File: src/asp_defs.svh
/*
 Offsets, field positions, reset values and timing counts of the serial port controller.
 Assumes a 32-bit APB register bus and a 100 MHz pclk.
*/
`ifndef ASP_DEFS_SVH
`define ASP_DEFS_SVH

`define ASP_OFS_CTRL        12'h000
`define ASP_OFS_DATA        12'h004
`define ASP_OFS_CAL         12'h008
`define ASP_OFS_STATUS      12'h00C

`define ASP_CTRL_BURNOUT    0
`define ASP_CTRL_COMP       1
`define ASP_CTRL_CALSEL     2

`define ASP_WORD_W          24
`define ASP_CTRL_RST        24'h00_0000
`define ASP_PIN_RST         7'h36

`define ASP_CLK_NS          10
`define ASP_SCLK_HI_NS      20
`define ASP_SCLK_LO_NS      60
`define ASP_SCLK_HI_CYC     ((`ASP_SCLK_HI_NS + `ASP_CLK_NS - 1) / `ASP_CLK_NS)
`define ASP_SCLK_LO_CYC     ((`ASP_SCLK_LO_NS + `ASP_CLK_NS - 1) / `ASP_CLK_NS)

`endif

File: src/asp_pkg.sv
/*
 Types of the serial port controller.
 Assumes nothing beyond the compile order.
*/
package asp_pkg;
    typedef enum logic [1:0] {ST_IDLE, ST_RD, ST_WR, ST_DONE} asp_state_t;
    typedef enum logic [1:0] {TGT_CTRL, TGT_DATA, TGT_CAL} asp_tgt_t;
endpackage

File: src/asp_shift_if.sv
/*
 Carrier between frame control and the word shifter.
 Assumes both ends run on pclk.
*/
interface asp_shift_if #(parameter int WORD_W = 24);
    logic              load;
    logic [WORD_W-1:0] load_word;
    logic              rise;
    logic              fall;
    logic              sdi;
    logic              sdo;
    logic              done;
    logic [WORD_W-1:0] rx_word;
    modport ctl (output load, load_word, rise, fall, sdi, input sdo, done, rx_word);
    modport shf (input load, load_word, rise, fall, sdi, output sdo, done, rx_word);
endinterface

File: src/asp_shifter.sv
/*
 Word shifter: loads a word, shifts in on serial clock rise, presents the next bit on fall.
 Assumes rise and fall are single-cycle pulses in the pclk domain.
*/
module asp_shifter #(
    parameter int WORD_W = 24
) (
    // Clock and reset
    input  wire logic  pclk,
    input  wire logic  presetn,
    // Frame control side
    asp_shift_if.shf   s
);
    localparam int CW = $clog2(WORD_W + 1);
    if (WORD_W < 2) begin : g_bad_word
        $error("WORD_W too small");
    end

    logic [WORD_W-1:0] sr_q, sr_d;
    logic [CW-1:0]     cnt_q, cnt_d;
    logic              sdo_q, sdo_d;
    logic              done_q, done_d;

    always_comb begin
        sr_d   = sr_q;
        cnt_d  = cnt_q;
        sdo_d  = sdo_q;
        done_d = done_q;
        if (s.load) begin
            sr_d   = s.load_word;
            sdo_d  = s.load_word[WORD_W-1];
            cnt_d  = '0;
            done_d = 1'b0;
        end else if (!done_q) begin
            if (s.rise) begin
                sr_d   = {sr_q[WORD_W-2:0], s.sdi};
                cnt_d  = cnt_q + CW'(1);
                done_d = (cnt_q == CW'(WORD_W - 1));
            end else if (s.fall && cnt_q != '0) begin
                sdo_d = sr_q[WORD_W-1];
            end
        end
    end

    always_ff @(posedge pclk or negedge presetn) begin
        if (!presetn) begin
            sr_q   <= '0;
            cnt_q  <= '0;
            sdo_q  <= 1'b0;
            done_q <= 1'b0;
        end else begin
            sr_q   <= sr_d;
            cnt_q  <= cnt_d;
            sdo_q  <= sdo_d;
            done_q <= done_d;
        end
    end

    assign s.sdo     = sdo_q;
    assign s.done    = done_q;
    assign s.rx_word = sr_q;
endmodule

File: src/asp_serial_port.sv
/*
 Serial port control of a sigma-delta converter, with APB access to its registers.
 Assumes pins are asynchronous to pclk and the host keeps the master clock running.
*/
// Design decisions made here: register access over APB and the register offsets.
// Function
// - Strap high means self-clocking, device drives serial clock; low means clock is input.
// - Self-clocking: clock pulses start when either frame strobe goes low.
// - Self-clocking: clock released when strobe returns high or word is complete.
// - External clock may run continuously or in gapped batches; both accepted.
// - Select low targets control register; high targets data or calibration registers.
// - Filter sync input resets the digital filter state.
// - Control bit switches the burnout test current on channel one positive input.
// - Control bit switches the compensation current output.
`include "asp_defs.svh"
module asp_serial_port #(
    parameter int WORD_W  = `ASP_WORD_W,
    parameter int HI_CYC  = `ASP_SCLK_HI_CYC,
    parameter int LO_CYC  = `ASP_SCLK_LO_CYC
) (
    // Clock and reset
    input  wire logic        pclk,
    input  wire logic        presetn,
    // APB slave
    input  wire logic        psel,
    input  wire logic        penable,
    input  wire logic        pwrite,
    input  wire logic [11:0] paddr,
    input  wire logic [31:0] pwdata,
    output logic      [31:0] prdata,
    output logic             pready,
    output logic             pslverr,
    // Serial pins
    input  wire logic        mode_self_clock,
    input  wire logic        receive_frame_strobe_n,
    input  wire logic        transmit_frame_strobe_n,
    input  wire logic        register_select,
    input  wire logic        filter_sync_n,
    input  wire logic        sclk_i,
    output logic             sclk_o,
    output logic             sclk_oe_n,
    input  wire logic        sdata_i,
    output logic             sdata_o,
    output logic             sdata_oe_n,
    // Analog controls
    output logic             burnout_current_en,
    output logic             comp_current_en,
    output logic             filter_reset
);
    if (WORD_W < 2 || WORD_W > 32) begin : g_bad_word
        $error("WORD_W out of range");
    end
    if (HI_CYC < 1 || LO_CYC < 1 || HI_CYC > 255 || LO_CYC > 255) begin : g_bad_cyc
        $error("bad SCLK counts");
    end

    // Pin synchronisers: a change counts once second and third stages agree
    logic [6:0] pin_raw, s1_q, s2_q, s3_q, flt_q, flt_d;
    assign pin_raw = {sdata_i, sclk_i, filter_sync_n, register_select,
                      transmit_frame_strobe_n, receive_frame_strobe_n, mode_self_clock};
    for (genvar i = 0; i < 7; i++) begin : g_flt
        assign flt_d[i] = (s2_q[i] == s3_q[i]) ? s3_q[i] : flt_q[i];
    end
    always_ff @(posedge pclk or negedge presetn) begin
        if (!presetn) begin
            s1_q  <= `ASP_PIN_RST;
            s2_q  <= `ASP_PIN_RST;
            s3_q  <= `ASP_PIN_RST;
            flt_q <= `ASP_PIN_RST;
        end else begin
            s1_q  <= pin_raw;
            s2_q  <= s1_q;
            s3_q  <= s2_q;
            flt_q <= flt_d;
        end
    end
    logic self_f, rcv_stb_f, xmt_stb_f, sel_f, sync_f, sclk_f, sdi_f;
    assign {sdi_f, sclk_f, sync_f, sel_f, xmt_stb_f, rcv_stb_f, self_f} = flt_q;

    asp_shift_if #(.WORD_W(WORD_W)) sh ();
    asp_shifter #(.WORD_W(WORD_W)) u_shift (
        .pclk    (pclk),
        .presetn (presetn),
        .s       (sh)
    );

    asp_pkg::asp_state_t st_q, st_d;
    asp_pkg::asp_tgt_t   tgt_q, tgt_d;
    logic [WORD_W-1:0]   ctrl_q, ctrl_d, data_q, data_d, cal_q, cal_d;
    logic [7:0]          gcnt_q, gcnt_d;
    logic                sclk_q, sclk_d, sclk_oe_n_q, sclk_oe_n_d, sclk_prev_q;
    logic                sdo_q, sdo_oe_n_q, sdo_oe_n_d, frst_q;
    logic                pready_q, pready_d, pslverr_q, pslverr_d;
    logic [31:0]         prdata_q, prdata_d;
    logic                ext_rise, ext_fall, gen_rise, gen_fall, active, start, apb_wr;

    function automatic logic map_hit(input logic [11:0] a);
        map_hit = (a == `ASP_OFS_CTRL) || (a == `ASP_OFS_DATA) ||
                  (a == `ASP_OFS_CAL)  || (a == `ASP_OFS_STATUS);
    endfunction

    assign active   = (st_q == asp_pkg::ST_RD) || (st_q == asp_pkg::ST_WR);
    assign ext_rise = !self_f && sclk_f && !sclk_prev_q;
    assign ext_fall = !self_f && !sclk_f && sclk_prev_q;
    assign gen_rise = self_f && active && !sclk_q && gcnt_q == 8'(LO_CYC - 1);
    assign gen_fall = self_f && active && sclk_q && gcnt_q == 8'(HI_CYC - 1);
    assign start    = (st_q == asp_pkg::ST_IDLE) && (!rcv_stb_f || !xmt_stb_f);
    assign apb_wr   = psel && penable && pwrite && pready_q;

    // Frame control and self clock generator
    always_comb begin
        st_d        = st_q;
        tgt_d       = tgt_q;
        gcnt_d      = gcnt_q;
        sclk_d      = 1'b1;
        sh.load     = 1'b0;
        sh.load_word = ctrl_q;
        if (!sel_f) begin
            tgt_d = asp_pkg::TGT_CTRL;
        end else if (ctrl_q[`ASP_CTRL_CALSEL]) begin
            tgt_d = asp_pkg::TGT_CAL;
        end else begin
            tgt_d = asp_pkg::TGT_DATA;
        end
        if (!start) begin
            tgt_d = tgt_q;
        end
        unique case (tgt_d)
            asp_pkg::TGT_DATA: sh.load_word = data_q;
            asp_pkg::TGT_CAL:  sh.load_word = cal_q;
            default:           sh.load_word = ctrl_q;
        endcase
        unique case (st_q)
            asp_pkg::ST_IDLE: begin
                gcnt_d = '0;
                if (start) begin
                    sh.load = 1'b1;
                    st_d    = !rcv_stb_f ? asp_pkg::ST_RD : asp_pkg::ST_WR;
                end
            end
            asp_pkg::ST_RD, asp_pkg::ST_WR: begin
                sclk_d = sclk_q;
                if (gen_rise || gen_fall) begin
                    gcnt_d = '0;
                    sclk_d = !sclk_q;
                end else begin
                    gcnt_d = gcnt_q + 8'd1;
                end
                if ((st_q == asp_pkg::ST_RD && rcv_stb_f) || (st_q == asp_pkg::ST_WR && xmt_stb_f)) begin
                    st_d = asp_pkg::ST_IDLE;
                end else if (sh.done) begin
                    st_d = asp_pkg::ST_DONE;
                end
            end
            asp_pkg::ST_DONE: begin
                if (rcv_stb_f && xmt_stb_f) begin
                    st_d = asp_pkg::ST_IDLE;
                end
            end
        endcase
        sclk_oe_n_d = !(self_f && active && st_d != asp_pkg::ST_DONE && st_d != asp_pkg::ST_IDLE);
        sdo_oe_n_d  = !(st_d == asp_pkg::ST_RD);
    end
    assign sh.rise = self_f ? gen_rise : (ext_rise && active);
    assign sh.fall = self_f ? gen_fall : (ext_fall && active);
    assign sh.sdi  = sdi_f;

    // Register file: serial commit beats a same-cycle APB write
    always_comb begin
        ctrl_d = ctrl_q;
        data_d = data_q;
        cal_d  = cal_q;
        if (apb_wr && paddr == `ASP_OFS_CTRL) ctrl_d = pwdata[WORD_W-1:0];
        if (apb_wr && paddr == `ASP_OFS_DATA) data_d = pwdata[WORD_W-1:0];
        if (apb_wr && paddr == `ASP_OFS_CAL)  cal_d  = pwdata[WORD_W-1:0];
        if (st_q == asp_pkg::ST_WR && sh.done) begin
            unique case (tgt_q)
                asp_pkg::TGT_CTRL: ctrl_d = sh.rx_word;
                asp_pkg::TGT_CAL:  cal_d  = sh.rx_word;
                default:           data_d = data_q;
            endcase
        end
        pready_d  = psel && penable && !pready_q;
        pslverr_d = pready_d && !map_hit(paddr);
        prdata_d  = prdata_q;
        if (pready_d && !pwrite) begin
            unique case (paddr)
                `ASP_OFS_CTRL:   prdata_d = 32'(ctrl_q);
                `ASP_OFS_DATA:   prdata_d = 32'(data_q);
                `ASP_OFS_CAL:    prdata_d = 32'(cal_q);
                `ASP_OFS_STATUS: prdata_d = {26'h00_0000, frst_q, sel_f, self_f, tgt_q == asp_pkg::TGT_CAL,
                                             st_q};
                default:         prdata_d = 32'h0000_0000;
            endcase
        end
    end

    always_ff @(posedge pclk or negedge presetn) begin
        if (!presetn) begin
            st_q        <= asp_pkg::ST_IDLE;
            tgt_q       <= asp_pkg::TGT_CTRL;
            gcnt_q      <= '0;
            sclk_q      <= 1'b1;
            sclk_oe_n_q <= 1'b1;
            sclk_prev_q <= 1'b1;
            sdo_q       <= 1'b0;
            sdo_oe_n_q  <= 1'b1;
            frst_q      <= 1'b0;
            ctrl_q      <= WORD_W'(`ASP_CTRL_RST);
            data_q      <= '0;
            cal_q       <= '0;
            pready_q    <= 1'b0;
            pslverr_q   <= 1'b0;
            prdata_q    <= 32'h0000_0000;
        end else begin
            st_q        <= st_d;
            tgt_q       <= tgt_d;
            gcnt_q      <= gcnt_d;
            sclk_q      <= sclk_d;
            sclk_oe_n_q <= sclk_oe_n_d;
            sclk_prev_q <= sclk_f;
            sdo_q       <= sh.sdo;
            sdo_oe_n_q  <= sdo_oe_n_d;
            frst_q      <= !sync_f;
            ctrl_q      <= ctrl_d;
            data_q      <= data_d;
            cal_q       <= cal_d;
            pready_q    <= pready_d;
            pslverr_q   <= pslverr_d;
            prdata_q    <= prdata_d;
        end
    end

    assign prdata             = prdata_q;
    assign pready             = pready_q;
    assign pslverr            = pslverr_q;
    assign sclk_o             = sclk_q;
    assign sclk_oe_n          = sclk_oe_n_q;
    assign sdata_o            = sdo_q;
    assign sdata_oe_n         = sdo_oe_n_q;
    assign burnout_current_en = ctrl_q[`ASP_CTRL_BURNOUT];
    assign comp_current_en    = ctrl_q[`ASP_CTRL_COMP];
    assign filter_reset       = frst_q;
endmodule

File: config.mk
export PLATFORM = sky130hd
export DESIGN_NAME = asp_serial_port
export DESIGN_NICKNAME = d
export VERILOG_FILES = /design/src/asp_pkg.sv /design/src/asp_shift_if.sv /design/src/asp_shifter.sv /design/src/asp_serial_port.sv
export VERILOG_INCLUDE_DIRS = /design/src
export SDC_FILE = /design/constraint.sdc
export NUM_CORES = 1
export LEC_CHECK = 0
export BUFFER_PORTS_ARGS = -buffer_cell sky130_fd_sc_hd__buf_4
export CAP_MARGIN = 20
export CORE_MARGIN = 1.5
export CORE_UTILIZATION = 46
export CTS_CLUSTER_DIAMETER = 40
export DETAILED_ROUTE_END_ITERATION = 10
export PLACE_DENSITY = 0.65
export SLEW_MARGIN = 20
export SYNTH_ARGS = -nofsm -noshare
export SYNTH_HDL_FRONTEND = slang
export SYNTH_SLANG_ARGS = --single-unit
File: constraint.sdc
create_clock -name pclk -period 2.95 [get_ports pclk]
set_clock_uncertainty 0.2 [all_clocks]
set_input_delay 0 -clock pclk [delete_from_list [all_inputs] [get_ports pclk]]
set_output_delay 0 -clock pclk [all_outputs]
set_load 0.05 [all_outputs]
# After elaboration in Yosys (flattened, before gate mapping)
# Cells that the tools add are included.
# word_totals
ramBits	0
romBits	0
memories	0
latchBits	0
register_bits	183
# op_classes
div	0
order_cmp	0
shifts	0
mul	0
n_reduce_logical	59
eq_ne	25
muxes	41
addsub	2
bitwise	0
# ops
cell	count
$mux 24	12
$pmux 24 s4	1
$pmux 24 s2	1
$logic_and 1x1->1	28
$eq 12x4->1 const B	2
$mux 2	8
$pmux 8 s2	1
$mux 5	3
$mux 1	13
$eq 12x3->1 const B	1
$logic_not 1->1	12
$logic_not 12->1	1
$ne 2x2->1 const B	5
$add 8x1->8 const B	1
$eq 2x2->1 const B	4
$eq 8x1->1 const B	1
$eq 8x3->1 const B	1
$mux 8	1
$reduce_bool 2->1	4
$eq 1x1->1	7
$logic_or 1x1->1	7
$eq 2x1->1 const B	3
$pmux 2 s3	1
$add 5x1->5 const B	1
6 further kinds	8

# Longest topological paths before layout
# Gate-level depths: netlist of the first run.
# depth
word_depth	11
ltp_mapped	13

# Hierarchy
# Synthesis of the first run repeated with hierarchy kept, for this count alone.
# hier_totals
cells_unflattened	815
area_unflattened_um2	8458.1
# modules_own_cells
module	cells_each	instances	area_each_um2
asp_serial_port	668	1	6984.2
asp_shifter	147	1	1473.9

# Worst setup path after synthesis of the first run
# No wires, ideal clock.
# synth_timing
path_kind	reg-to-reg
start	reg st_q[0]
end	reg u_shift.sr_q[17] (netlist: u_shift.s.rx_word[17])
period_less_slack_ns	2.671
path_stages_with_launch	12
t_required_ns	2.623
path_buffers	3
path_slack_ns	0.279
t_arrival_ns	2.344
setup_ns	0.127
cell_sequence	dfrtp_1 inv_1 ha_1 nand2_1 clkbuf_1 nand2_1 nand2_1 ha_1 clkbuf_1 clkbuf_1 a211oi_1 a21oi_1
# synth_between
elab_cells_between_ends	20
cone_classes	eq/ne (5); mux (6); reduce/logical (9)
# synth_rtl
element	line	text
start, declared	asp_serial_port.sv:87	asp_pkg::asp_state_t st_q, st_d;
start signal, assigned	asp_serial_port.sv:200	st_q <= asp_pkg::ST_IDLE;
start signal, assigned	asp_serial_port.sv:216	st_q <= st_d;
$logic_not 2->1 (*)	asp_serial_port.sv:107	assign start = (st_q == asp_pkg::ST_IDLE) && (!rcv_stb_f || !xmt_stb_f);
$logic_and 1x1->1 (*)	asp_serial_port.sv:107	
$mux 2 (*)	asp_serial_port.sv:125	if (!start) begin
named net tgt_d[1]	asp_serial_port.sv:88	asp_pkg::asp_tgt_t tgt_q, tgt_d;
$eq 2x2->1 / $eq 2x1->1 (equally long branches)	asp_serial_port.sv:128	unique case (tgt_d)
$pmux 24 s2 (*)	asp_serial_port.sv:128	
$mux 24 (*)	asp_shifter.sv:29	if (s.load) begin
end signal, assigned	asp_shifter.sv:52	sr_q <= sr_d;
end, declared	asp_shifter.sv:19	logic [WORD_W-1:0] sr_q, sr_d;
# Mark *: on every way through the listed nets, which the timed path passes. The rest lies on a longest branch.
# A chain may end at the register's enable or synchronous reset.

# Worst setup path after layout of the first run
# layout_timing
start	in paddr[6]
end	reg prdata_q[21] (netlist: prdata[21])
# layout_between
elab_chain_len	2
elab_cells_between_ends	5
cone_classes	eq/ne (3); mux (1); reduce/logical (1)
# layout_rtl
element	line	text
start, declared	asp_serial_port.sv:28	input wire logic [11:0] paddr,
$eq 12x4->1, or another cell as far along	asp_serial_port.sv:187	unique case (paddr)
$pmux 24 s4 (*)	asp_serial_port.sv:187	
end signal, assigned	asp_serial_port.sv:230	prdata_q <= prdata_d;
end, declared	asp_serial_port.sv:94	logic [31:0] prdata_q, prdata_d;
# Mark *: on every way between the ends. The rest lies on a longest branch, timed or not.

==> results of run 1 <==
power by group through the flow:
stage	clock network, uW	registers [uW]	logic, uW
6_report	2210	2920	1990
5_1_grt	2350	2950	2230
4_1_cts	2240	2910	1980
3_5_place_dp	0	2950	1930
3_3_place_gp	0	2950	1890
2_1_floorplan	0	2960	1270
worst min path at each step:
stage,start,to,slack [ns]
finish,presetn,s1_q[1],0.002
global route,transmit_frame_strobe_n,s1_q[2],0.003
floorplan,presetn,cal_q[0],-0.50
CTS,presetn,s1_q[1],0.00002
detailed placement,presetn,s1_q[3],-0.22
global placement,presetn,s1_q[3],-0.22
cells in the final DEF (no fill, tap or decap), drive strengths merged, types with 2 or more instances in the layout:
master | synthesis | layout
nand4 | 2 | 2
nand3 | 12 | 12
nor4b | 3 | 3
a22o | 7 | 7
nand4b | 3 | 3
nand2 | 155 | 155
ha | 12 | 12
and2 | 4 | 4
nor3 | 4 | 4
or2 | 3 | 3
o21ai | 23 | 23
nor2b | 5 | 5
dlygate4sd3 | 0 | 37
xnor2 | 8 | 8
inv | 12 | 19
mux2i | 18 | 18
a211oi | 23 | 23
a21oi | 67 | 67
clkbuf | 44 | 17
dfstp | 20 | 20
o31ai | 3 | 3
clkinv | 0 | 4
a31oi | 48 | 48
or4bb | 2 | 2
nor2 | 110 | 110
a221oi | 3 | 3
mux2 | 24 | 24
and3 | 5 | 5
xor2 | 2 | 2
clkinvlp | 0 | 3
conb | 1 | 8
nor4 | 2 | 2
buf | 21 | 113
mux4 | 6 | 6
maj3 | 7 | 7
a22oi | 25 | 25
or3 | 2 | 2
dfrtp | 155 | 155
nand2b | 3 | 3
critical path: stages:
cell	delay, ns
dlygate4sd3_1	0.54
buf_4	0.13
nor2_1	0.34
dlygate4sd3_1	0.65
and3_1	0.23
and2_1	0.54
a21oi_1	0.24
o21ai_0	0.18
sequential cells by signal, indices dropped and copies added, names as in the netlist, 2 cells and up:
name               count
s2_q                   7
ctrl_q                24
u_shift.s.rx_word     24
tgt_q                  2
s1_q                   7
data_q                24
st_q                   2
u_shift.cnt_q          5
s3_q                   7
prdata                24
cal_q                 24
gcnt_q                 8
flt_q                  7
layer usage:
metal / share of wire [%] / vias to the layer above / wire, um
li1: - / 3197 / -
met1: 44 / 3390 / 9674
met2: 48 / 225 / 10660
met3: 5.8 / 29 / 1273
met4: 2.0 / 0 / 452
met5: 0 / - / 0
per-stage QoR:
| step | utilization, % | total power (uW) | area, um^2 | instances | hold slack [ns] |
|---|---|---|---|---|---|
| after floorplan | - | 4235 | 8353 | 861 | -0.4956 |
| after global placement | 51.68 | 4834 | 9220 | 1137 | -0.2239 |
| after detailed placement | 51.68 | 4879 | 9220 | 1137 | -0.2222 |
| after CTS | 57.09 | 7132 | 10180 | 1207 | 0.00001654 |
| after global routing | 57.09 | 7530 | 10180 | 1207 | 0.002799 |
| final | 57.09 | 7111 | 10180 | 1207 | 0.002458 |
layout make-up:
type	instances	area share, %
well taps	229	2.813
clock buffers	17	4.177
inverters	12	0.4423
clock inverters	15	1.462
flip-flops and latches	175	43.24
multi-input cells	609	35.37
repair buffers	150	12.49
cell families after synthesis:
logic type      count (synthesis)  share of synthesized area, %
simple gates                  319                         16.54
flops                         175                         52.89
fa+ha+maj                      19                         2.645
xor+xnor                       10                         1.052
buf+inv                        77                         4.297
compound gates                205                         15.49
other cells                     1                       0.04504
mux                            48                         7.032
Yosys cell counts (2+ instances only):
cell type  count
nand3_1       11
mux2i_1       18
clkbuf_1      44
or4bb_1        2
dfstp_2       20
nand4_1        2
nor2b_1        5
ha_1          12
a31oi_1       48
buf_6          3
or3_1          2
a22oi_1       25
nor3_1         2
nor4_1         2
nand2_1      155
maj3_1         7
buf_2          7
and2_1         3
nor3_2         2
a21oi_1       67
xor2_1         2
buf_4         10
a221oi_1       3
a211oi_1      23
nor2_1       109
a22o_1         7
o31ai_1        3
o21ai_0       23
inv_1         12
xnor2_1        8
mux4_2         6
and3_1         5
nand2b_1       3
nand4b_1       3
or2_2          2
mux2_2        24
dfrtp_1      155
nor4b_1        2
==> run_results.csv, run 1 <==
group,metric,value,unit
grt,use_met2,39.25,%
detailed_routing,drc,0,
worst_setup_path,critPathRequiredTime,3.10,ns
clock_tree,cts_tree,"yes",
sta,post-route-period-util,91.40,%
power_and_ir_drop,power.density,698.2,nW/um^2
clock_tree,cts_root_buffer,"clkbuf_16",
yosys,synthCells,854,
grt,grt_util_met1,34.81,%
worst_setup_path,start_kind,"primary input",
power_and_ir_drop,seqPwrFrac,41.1,%
place,gp_congestion,0.8147,
worst_setup_path,worstPathArrival,2.85,ns
sta,timing.final.ws_setup,0.2537,ns
yosys,synth_top_area_cell,"dfrtp_1",
grt,grt_pass1_vias,6627,
yosys,yosys_warnings,0,
clock_tree,cts_resized,0,
clock_tree,worstSkewPairLatency,0.43,ns
detailed_routing,postRouteAntennaNets,0,
worst_setup_path,rr_endpoint,"u_shift.s.rx_word[0]",
worst_setup_path,end_kind,"flop",
sta,totalNegativeSetupSlack,0,ns
yosys,synth_flop_cell,"dfrtp_1",
power_and_ir_drop,max-vdd-ir-drop,0.4317,mV
sta,worstMarginPinSlew,0.5976,ns
detailed_routing,wl,22060,um
yosys,syn_avg_cell_area,9.750,um^2
detailed_routing,viasPerCell,5.668,
clock_tree,clock-sinks,175,
place,post-place-ws,0.3825,ns
min_path,min_path_type,"primary input to asynchronous set/reset pin",
grt,grt_busiest_layer,"met2",
clock_tree,postCtsHoldBufs,38,
final_layout,nets,1033,
yosys,synth_area,8327,um^2
power_and_ir_drop,clockPowerShare,31.0,%
yosys,synth_top_area_share,46.58,%
yosys,ys_seq_area_share,52.89,%
final_layout,ff_latch_area,4404,um^2
worst_setup_path,reg2reg_from,"st_q[0]",
grt,antenna_found_initial,0,
clock_tree,numCtsBuffers,17,
yosys,synth.area.top_cells,"dfrtp_1, nand2_1, dfstp_2, nor2_1, a21oi_1",
detailed_routing,first_iter_violations,641,
grt,grt_max_degree,87,
final_layout,nFillCells,1595,
yosys,synthArstFlopShare,100.0,%
floorplanning,ioPinCount,97,
flow_run,drv_cap,0,
sta,max_freq,370.9,MHz
worst_setup_path,reg2reg_slack,0.35,ns
sta,grt_setup_unrepaired,"false",
clock_tree,postCtsSetupBuffers,0,
place,portBuffers,80,
power_and_ir_drop,p_switching,2490,uW
floorplanning,fp.dieArea,18920,um^2
final_layout,antenna_cells,0,
floorplanning,die_h,137.5,um
sta,hold_viol,0,
power_and_ir_drop,p_comb_share,27.9,%
place,hpwl,14040,um
grt,grt_use_met3,4.415,%
clock_tree,clk_pin_slew,0.07,ns
detailed_routing,avgRoutedWirePerCell,18.28,um
floorplanning,core,17840,um^2
floorplanning,rows,49,
detailed_routing,dr.pass1.iters,5,
floorplanning,die_w,137.5,um
clock_tree,cts_buffer_depth,2,
final_layout,drive_gt1_share,20.96,%
worst_setup_path,path_class,"primary input to flop",
power_and_ir_drop,swShare,35.01,%
power_and_ir_drop,leakage,0.004639,uW
final_layout,multi_input_area,3602,um^2
worst_setup_path,cp-endpoint,"prdata[21]",
grt,grt_pass1_wl,35640,um
grt,grt-ovfl-total,0,
final_layout,area_delta_synth_final,22.31,%
run_status,outcome,"finished, final reports clean",
detailed_routing,num_vias,6841,
grt,grt_util_all_layers,25.00,%
yosys,synth-edff-count,0,
floorplanning,initial_core_util,46.67,%
sta,slew_violations,0,
worst_setup_path,crit_path_max_fanout,11,
worst_setup_path,startpoint,"paddr[6]",
sta,slew-limit-headroom,60.16,%
yosys,yosysUniqueCellTypes,55,
worst_setup_path,rr_worst_depth,8,
power_and_ir_drop,internal_power,4621,uW
sta,setup_violations,0,
yosys,ys_seq_elements,175,
sta,period_minus_slack,2.696,ns
clock_tree,ctsHtreeMaxLevel,4,
No activity file was read; power rests on OpenSTA's default activity.
==> inputs of run 2 (changes only) <==
--- a/config.mk
+++ b/config.mk
@@ -9,10 +9,10 @@
 export BUFFER_PORTS_ARGS = -buffer_cell sky130_fd_sc_hd__buf_4
 export CAP_MARGIN = 20
 export CORE_MARGIN = 1.5
-export CORE_UTILIZATION = 46
+export CORE_UTILIZATION = 55
 export CTS_CLUSTER_DIAMETER = 40
 export DETAILED_ROUTE_END_ITERATION = 10
-export PLACE_DENSITY = 0.65
+export PLACE_DENSITY = 0.76
 export SLEW_MARGIN = 20
 export SYNTH_ARGS = -nofsm -noshare
 export SYNTH_HDL_FRONTEND = slang
==> run_results.csv, run 2 (synthesis gave the netlist of run 1 again) <==
group,metric,value,unit
place,hpwl,13440,um
floorplanning,initial_core_util,56.86,%
worst_setup_path,rr_worst_depth,11,
final_layout,drive_gt1_share,20.69,%
sta,totalNegativeSetupSlack,0,ns
final_layout,ff_latch_area,4404,um^2
detailed_routing,postRouteAntennaNets,0,
min_path,whs_path_depth,2,
clock_tree,cts_tree,"yes",
clock_tree,clk_pin_slew,0.07,ns
final_layout,nets,1036,
min_path,min_path_type,"primary input to flop",
detailed_routing,dr.pass1.iters,7,
detailed_routing,first_iter_violations,591,
power_and_ir_drop,power.density,703.2,nW/um^2
floorplanning,fp.dieArea,15890,um^2
sta,grt_setup_unrepaired,"false",
floorplanning,ioPinCount,97,
final_layout,antenna_cells,0,
power_and_ir_drop,max-vdd-ir-drop,0.4552,mV
worst_setup_path,critPathTopFamily,"buffers and inverters",
worst_setup_path,cp.depth,10,
worst_setup_path,end_kind,"flop",
final_layout,multi_input_area,3602,um^2
worst_setup_path,crit_chain,"dlygate4sd3_1, buf_4, nor2_1, dlygate4sd3_1, nand4b_1, buf_4, nor3_2, buf_4, nand2_1, a31oi_1",
sta,setup_violations,0,
clock_tree,clock-sinks,175,
power_and_ir_drop,internal_power,4709,uW
final_layout,final_cell_mix,"nand2_1, dfrtp_1, nor2_1",
worst_setup_path,reg2reg_from,"st_q[1]",
min_path,holdPathEnd,"s1_q[6]",
detailed_routing,viasPerCell,6.022,
floorplanning,rows,44,
worst_setup_path,rr_endpoint,"u_shift.s.rx_word[12]",
power_and_ir_drop,seqPwrFrac,40.6,%
place,portBuffers,80,
final_layout,area_delta_synth_final,22.55,%
sta,period_minus_slack,2.738,ns
power_and_ir_drop,leakage,0.004670,uW
detailed_routing,avgRoutedWirePerCell,18.44,um
floorplanning,die_w,126.0,um
grt,antenna_found_initial,0,
clock_tree,numCtsBuffers,17,
final_layout,nFillCells,1099,
grt,grt-ovfl-total,0,
grt,grt_max_degree,51,
floorplanning,die_h,126.0,um
worst_setup_path,cp_num_buf_inv,5,
grt,grt_pass1_vias,6760,
power_and_ir_drop,p_comb_share,27.3,%
place,gp_congestion,0.8160,
grt,grt_util_all_layers,28.42,%
sta,slew_violations,0,
clock_tree,ctsHtreeMaxLevel,4,
worst_setup_path,critPathRequiredTime,3.11,ns
grt,grt_pass1_wl,34810,um
worst_setup_path,max_stage_delay,0.65,ns
sta,hold_viol,0,
detailed_routing,drc,0,
worst_setup_path,start_kind,"primary input",
sta,slew-limit-headroom,57.73,%
power_and_ir_drop,swShare,34.38,%
worst_setup_path,path_class,"primary input to flop",
worst_setup_path,reg2reg_slack,0.29,ns
clock_tree,cts_resized,0,
run_status,outcome,"finished, final reports clean",
worst_setup_path,critPathMostFrequentCell,"buf_4",
floorplanning,core,14640,um^2
detailed_routing,num_vias,7016,
worst_setup_path,crit_path_max_fanout,13,
power_and_ir_drop,clockPowerShare,32.0,%
flow_run,drv_cap,0,
sta,worstMarginPinSlew,0.6340,ns
power_and_ir_drop,p_switching,2467,uW
clock_tree,cts_root_buffer,"clkbuf_16",
sta,max_freq,365.2,MHz
min_path,worstHoldStart,"sdata_i",
final_layout,fin_util,69.69,%
clock_tree,worstSkewPairLatency,0.44,ns
detailed_routing,wl,21480,um
worst_setup_path,cp_slowest_cell,"dlygate4sd3_1",
sta,post-route-period-util,92.81,%
worst_setup_path,worstPathArrival,2.90,ns
clock_tree,cts_buffer_depth,2,
run 2: layout make-up:
cell class	count	area share, %
inverter	12	0.4414
sequential	175	43.16
clock inverter	15	1.667
multi-input combinational	609	35.30
tap	184	2.256
timing repair buffer	153	13.01
clock buffer	17	4.169
run 2: metrics by stage:
stage / instance area [um^2] / instances / setup slack [ns] / total power, uW / hold slack (ns)
after floorplan: 8353 / 861 / 0.2791 / 4235 / -0.4956
after global placement: 9161 / 1090 / 0.4276 / 4780 / -0.1278
after detailed placement: 9161 / 1090 / 0.3592 / 4833 / -0.1343
after CTS: 10200 / 1165 / 0.2979 / 7178 / 0.0003903
after global routing: 10200 / 1165 / 0.08030 / 7547 / 0.002891
final: 10200 / 1165 / 0.2121 / 7176 / 0.007067
run 2: repair_timing:
action / CTS / global route
hold buffers: 43 / 0
buffers inserted: 0 / 0
hold endpoints to repair: 260 / 0
run 2: per-layer routing:
metal  vias up  part of all wire (%)  global-route usage [%]
li1       3200                     -                       -
met1      3454                    41                   37.44
met2       304                    48                   46.25
met3        58                   7.6                   5.947
met4         0                   3.1                   11.83
met5         -                     0                       0
run 2: how the worst max path moves through the flow:
stage | startpoint | end
finish | paddr[6] | ctrl_q[9]
global route | st_q[1] | u_shift.s.rx_word[12]
detailed placement | st_q[0] | u_shift.s.rx_word[2]
CTS | paddr[6] | ctrl_q[9]
floorplan | st_q[0] | u_shift.s.rx_word[17]
global placement | st_q[0] | u_shift.s.rx_word[3]
run 2: power groups by stage:
stage	clock, uW	sequential [uW]	combinational [uW]
after global placement	0	2940	1840
after detailed placement	0	2950	1880
final	2300	2920	1960
after CTS	2320	2910	1950
after floorplan	0	2960	1270
after global routing	2430	2950	2170
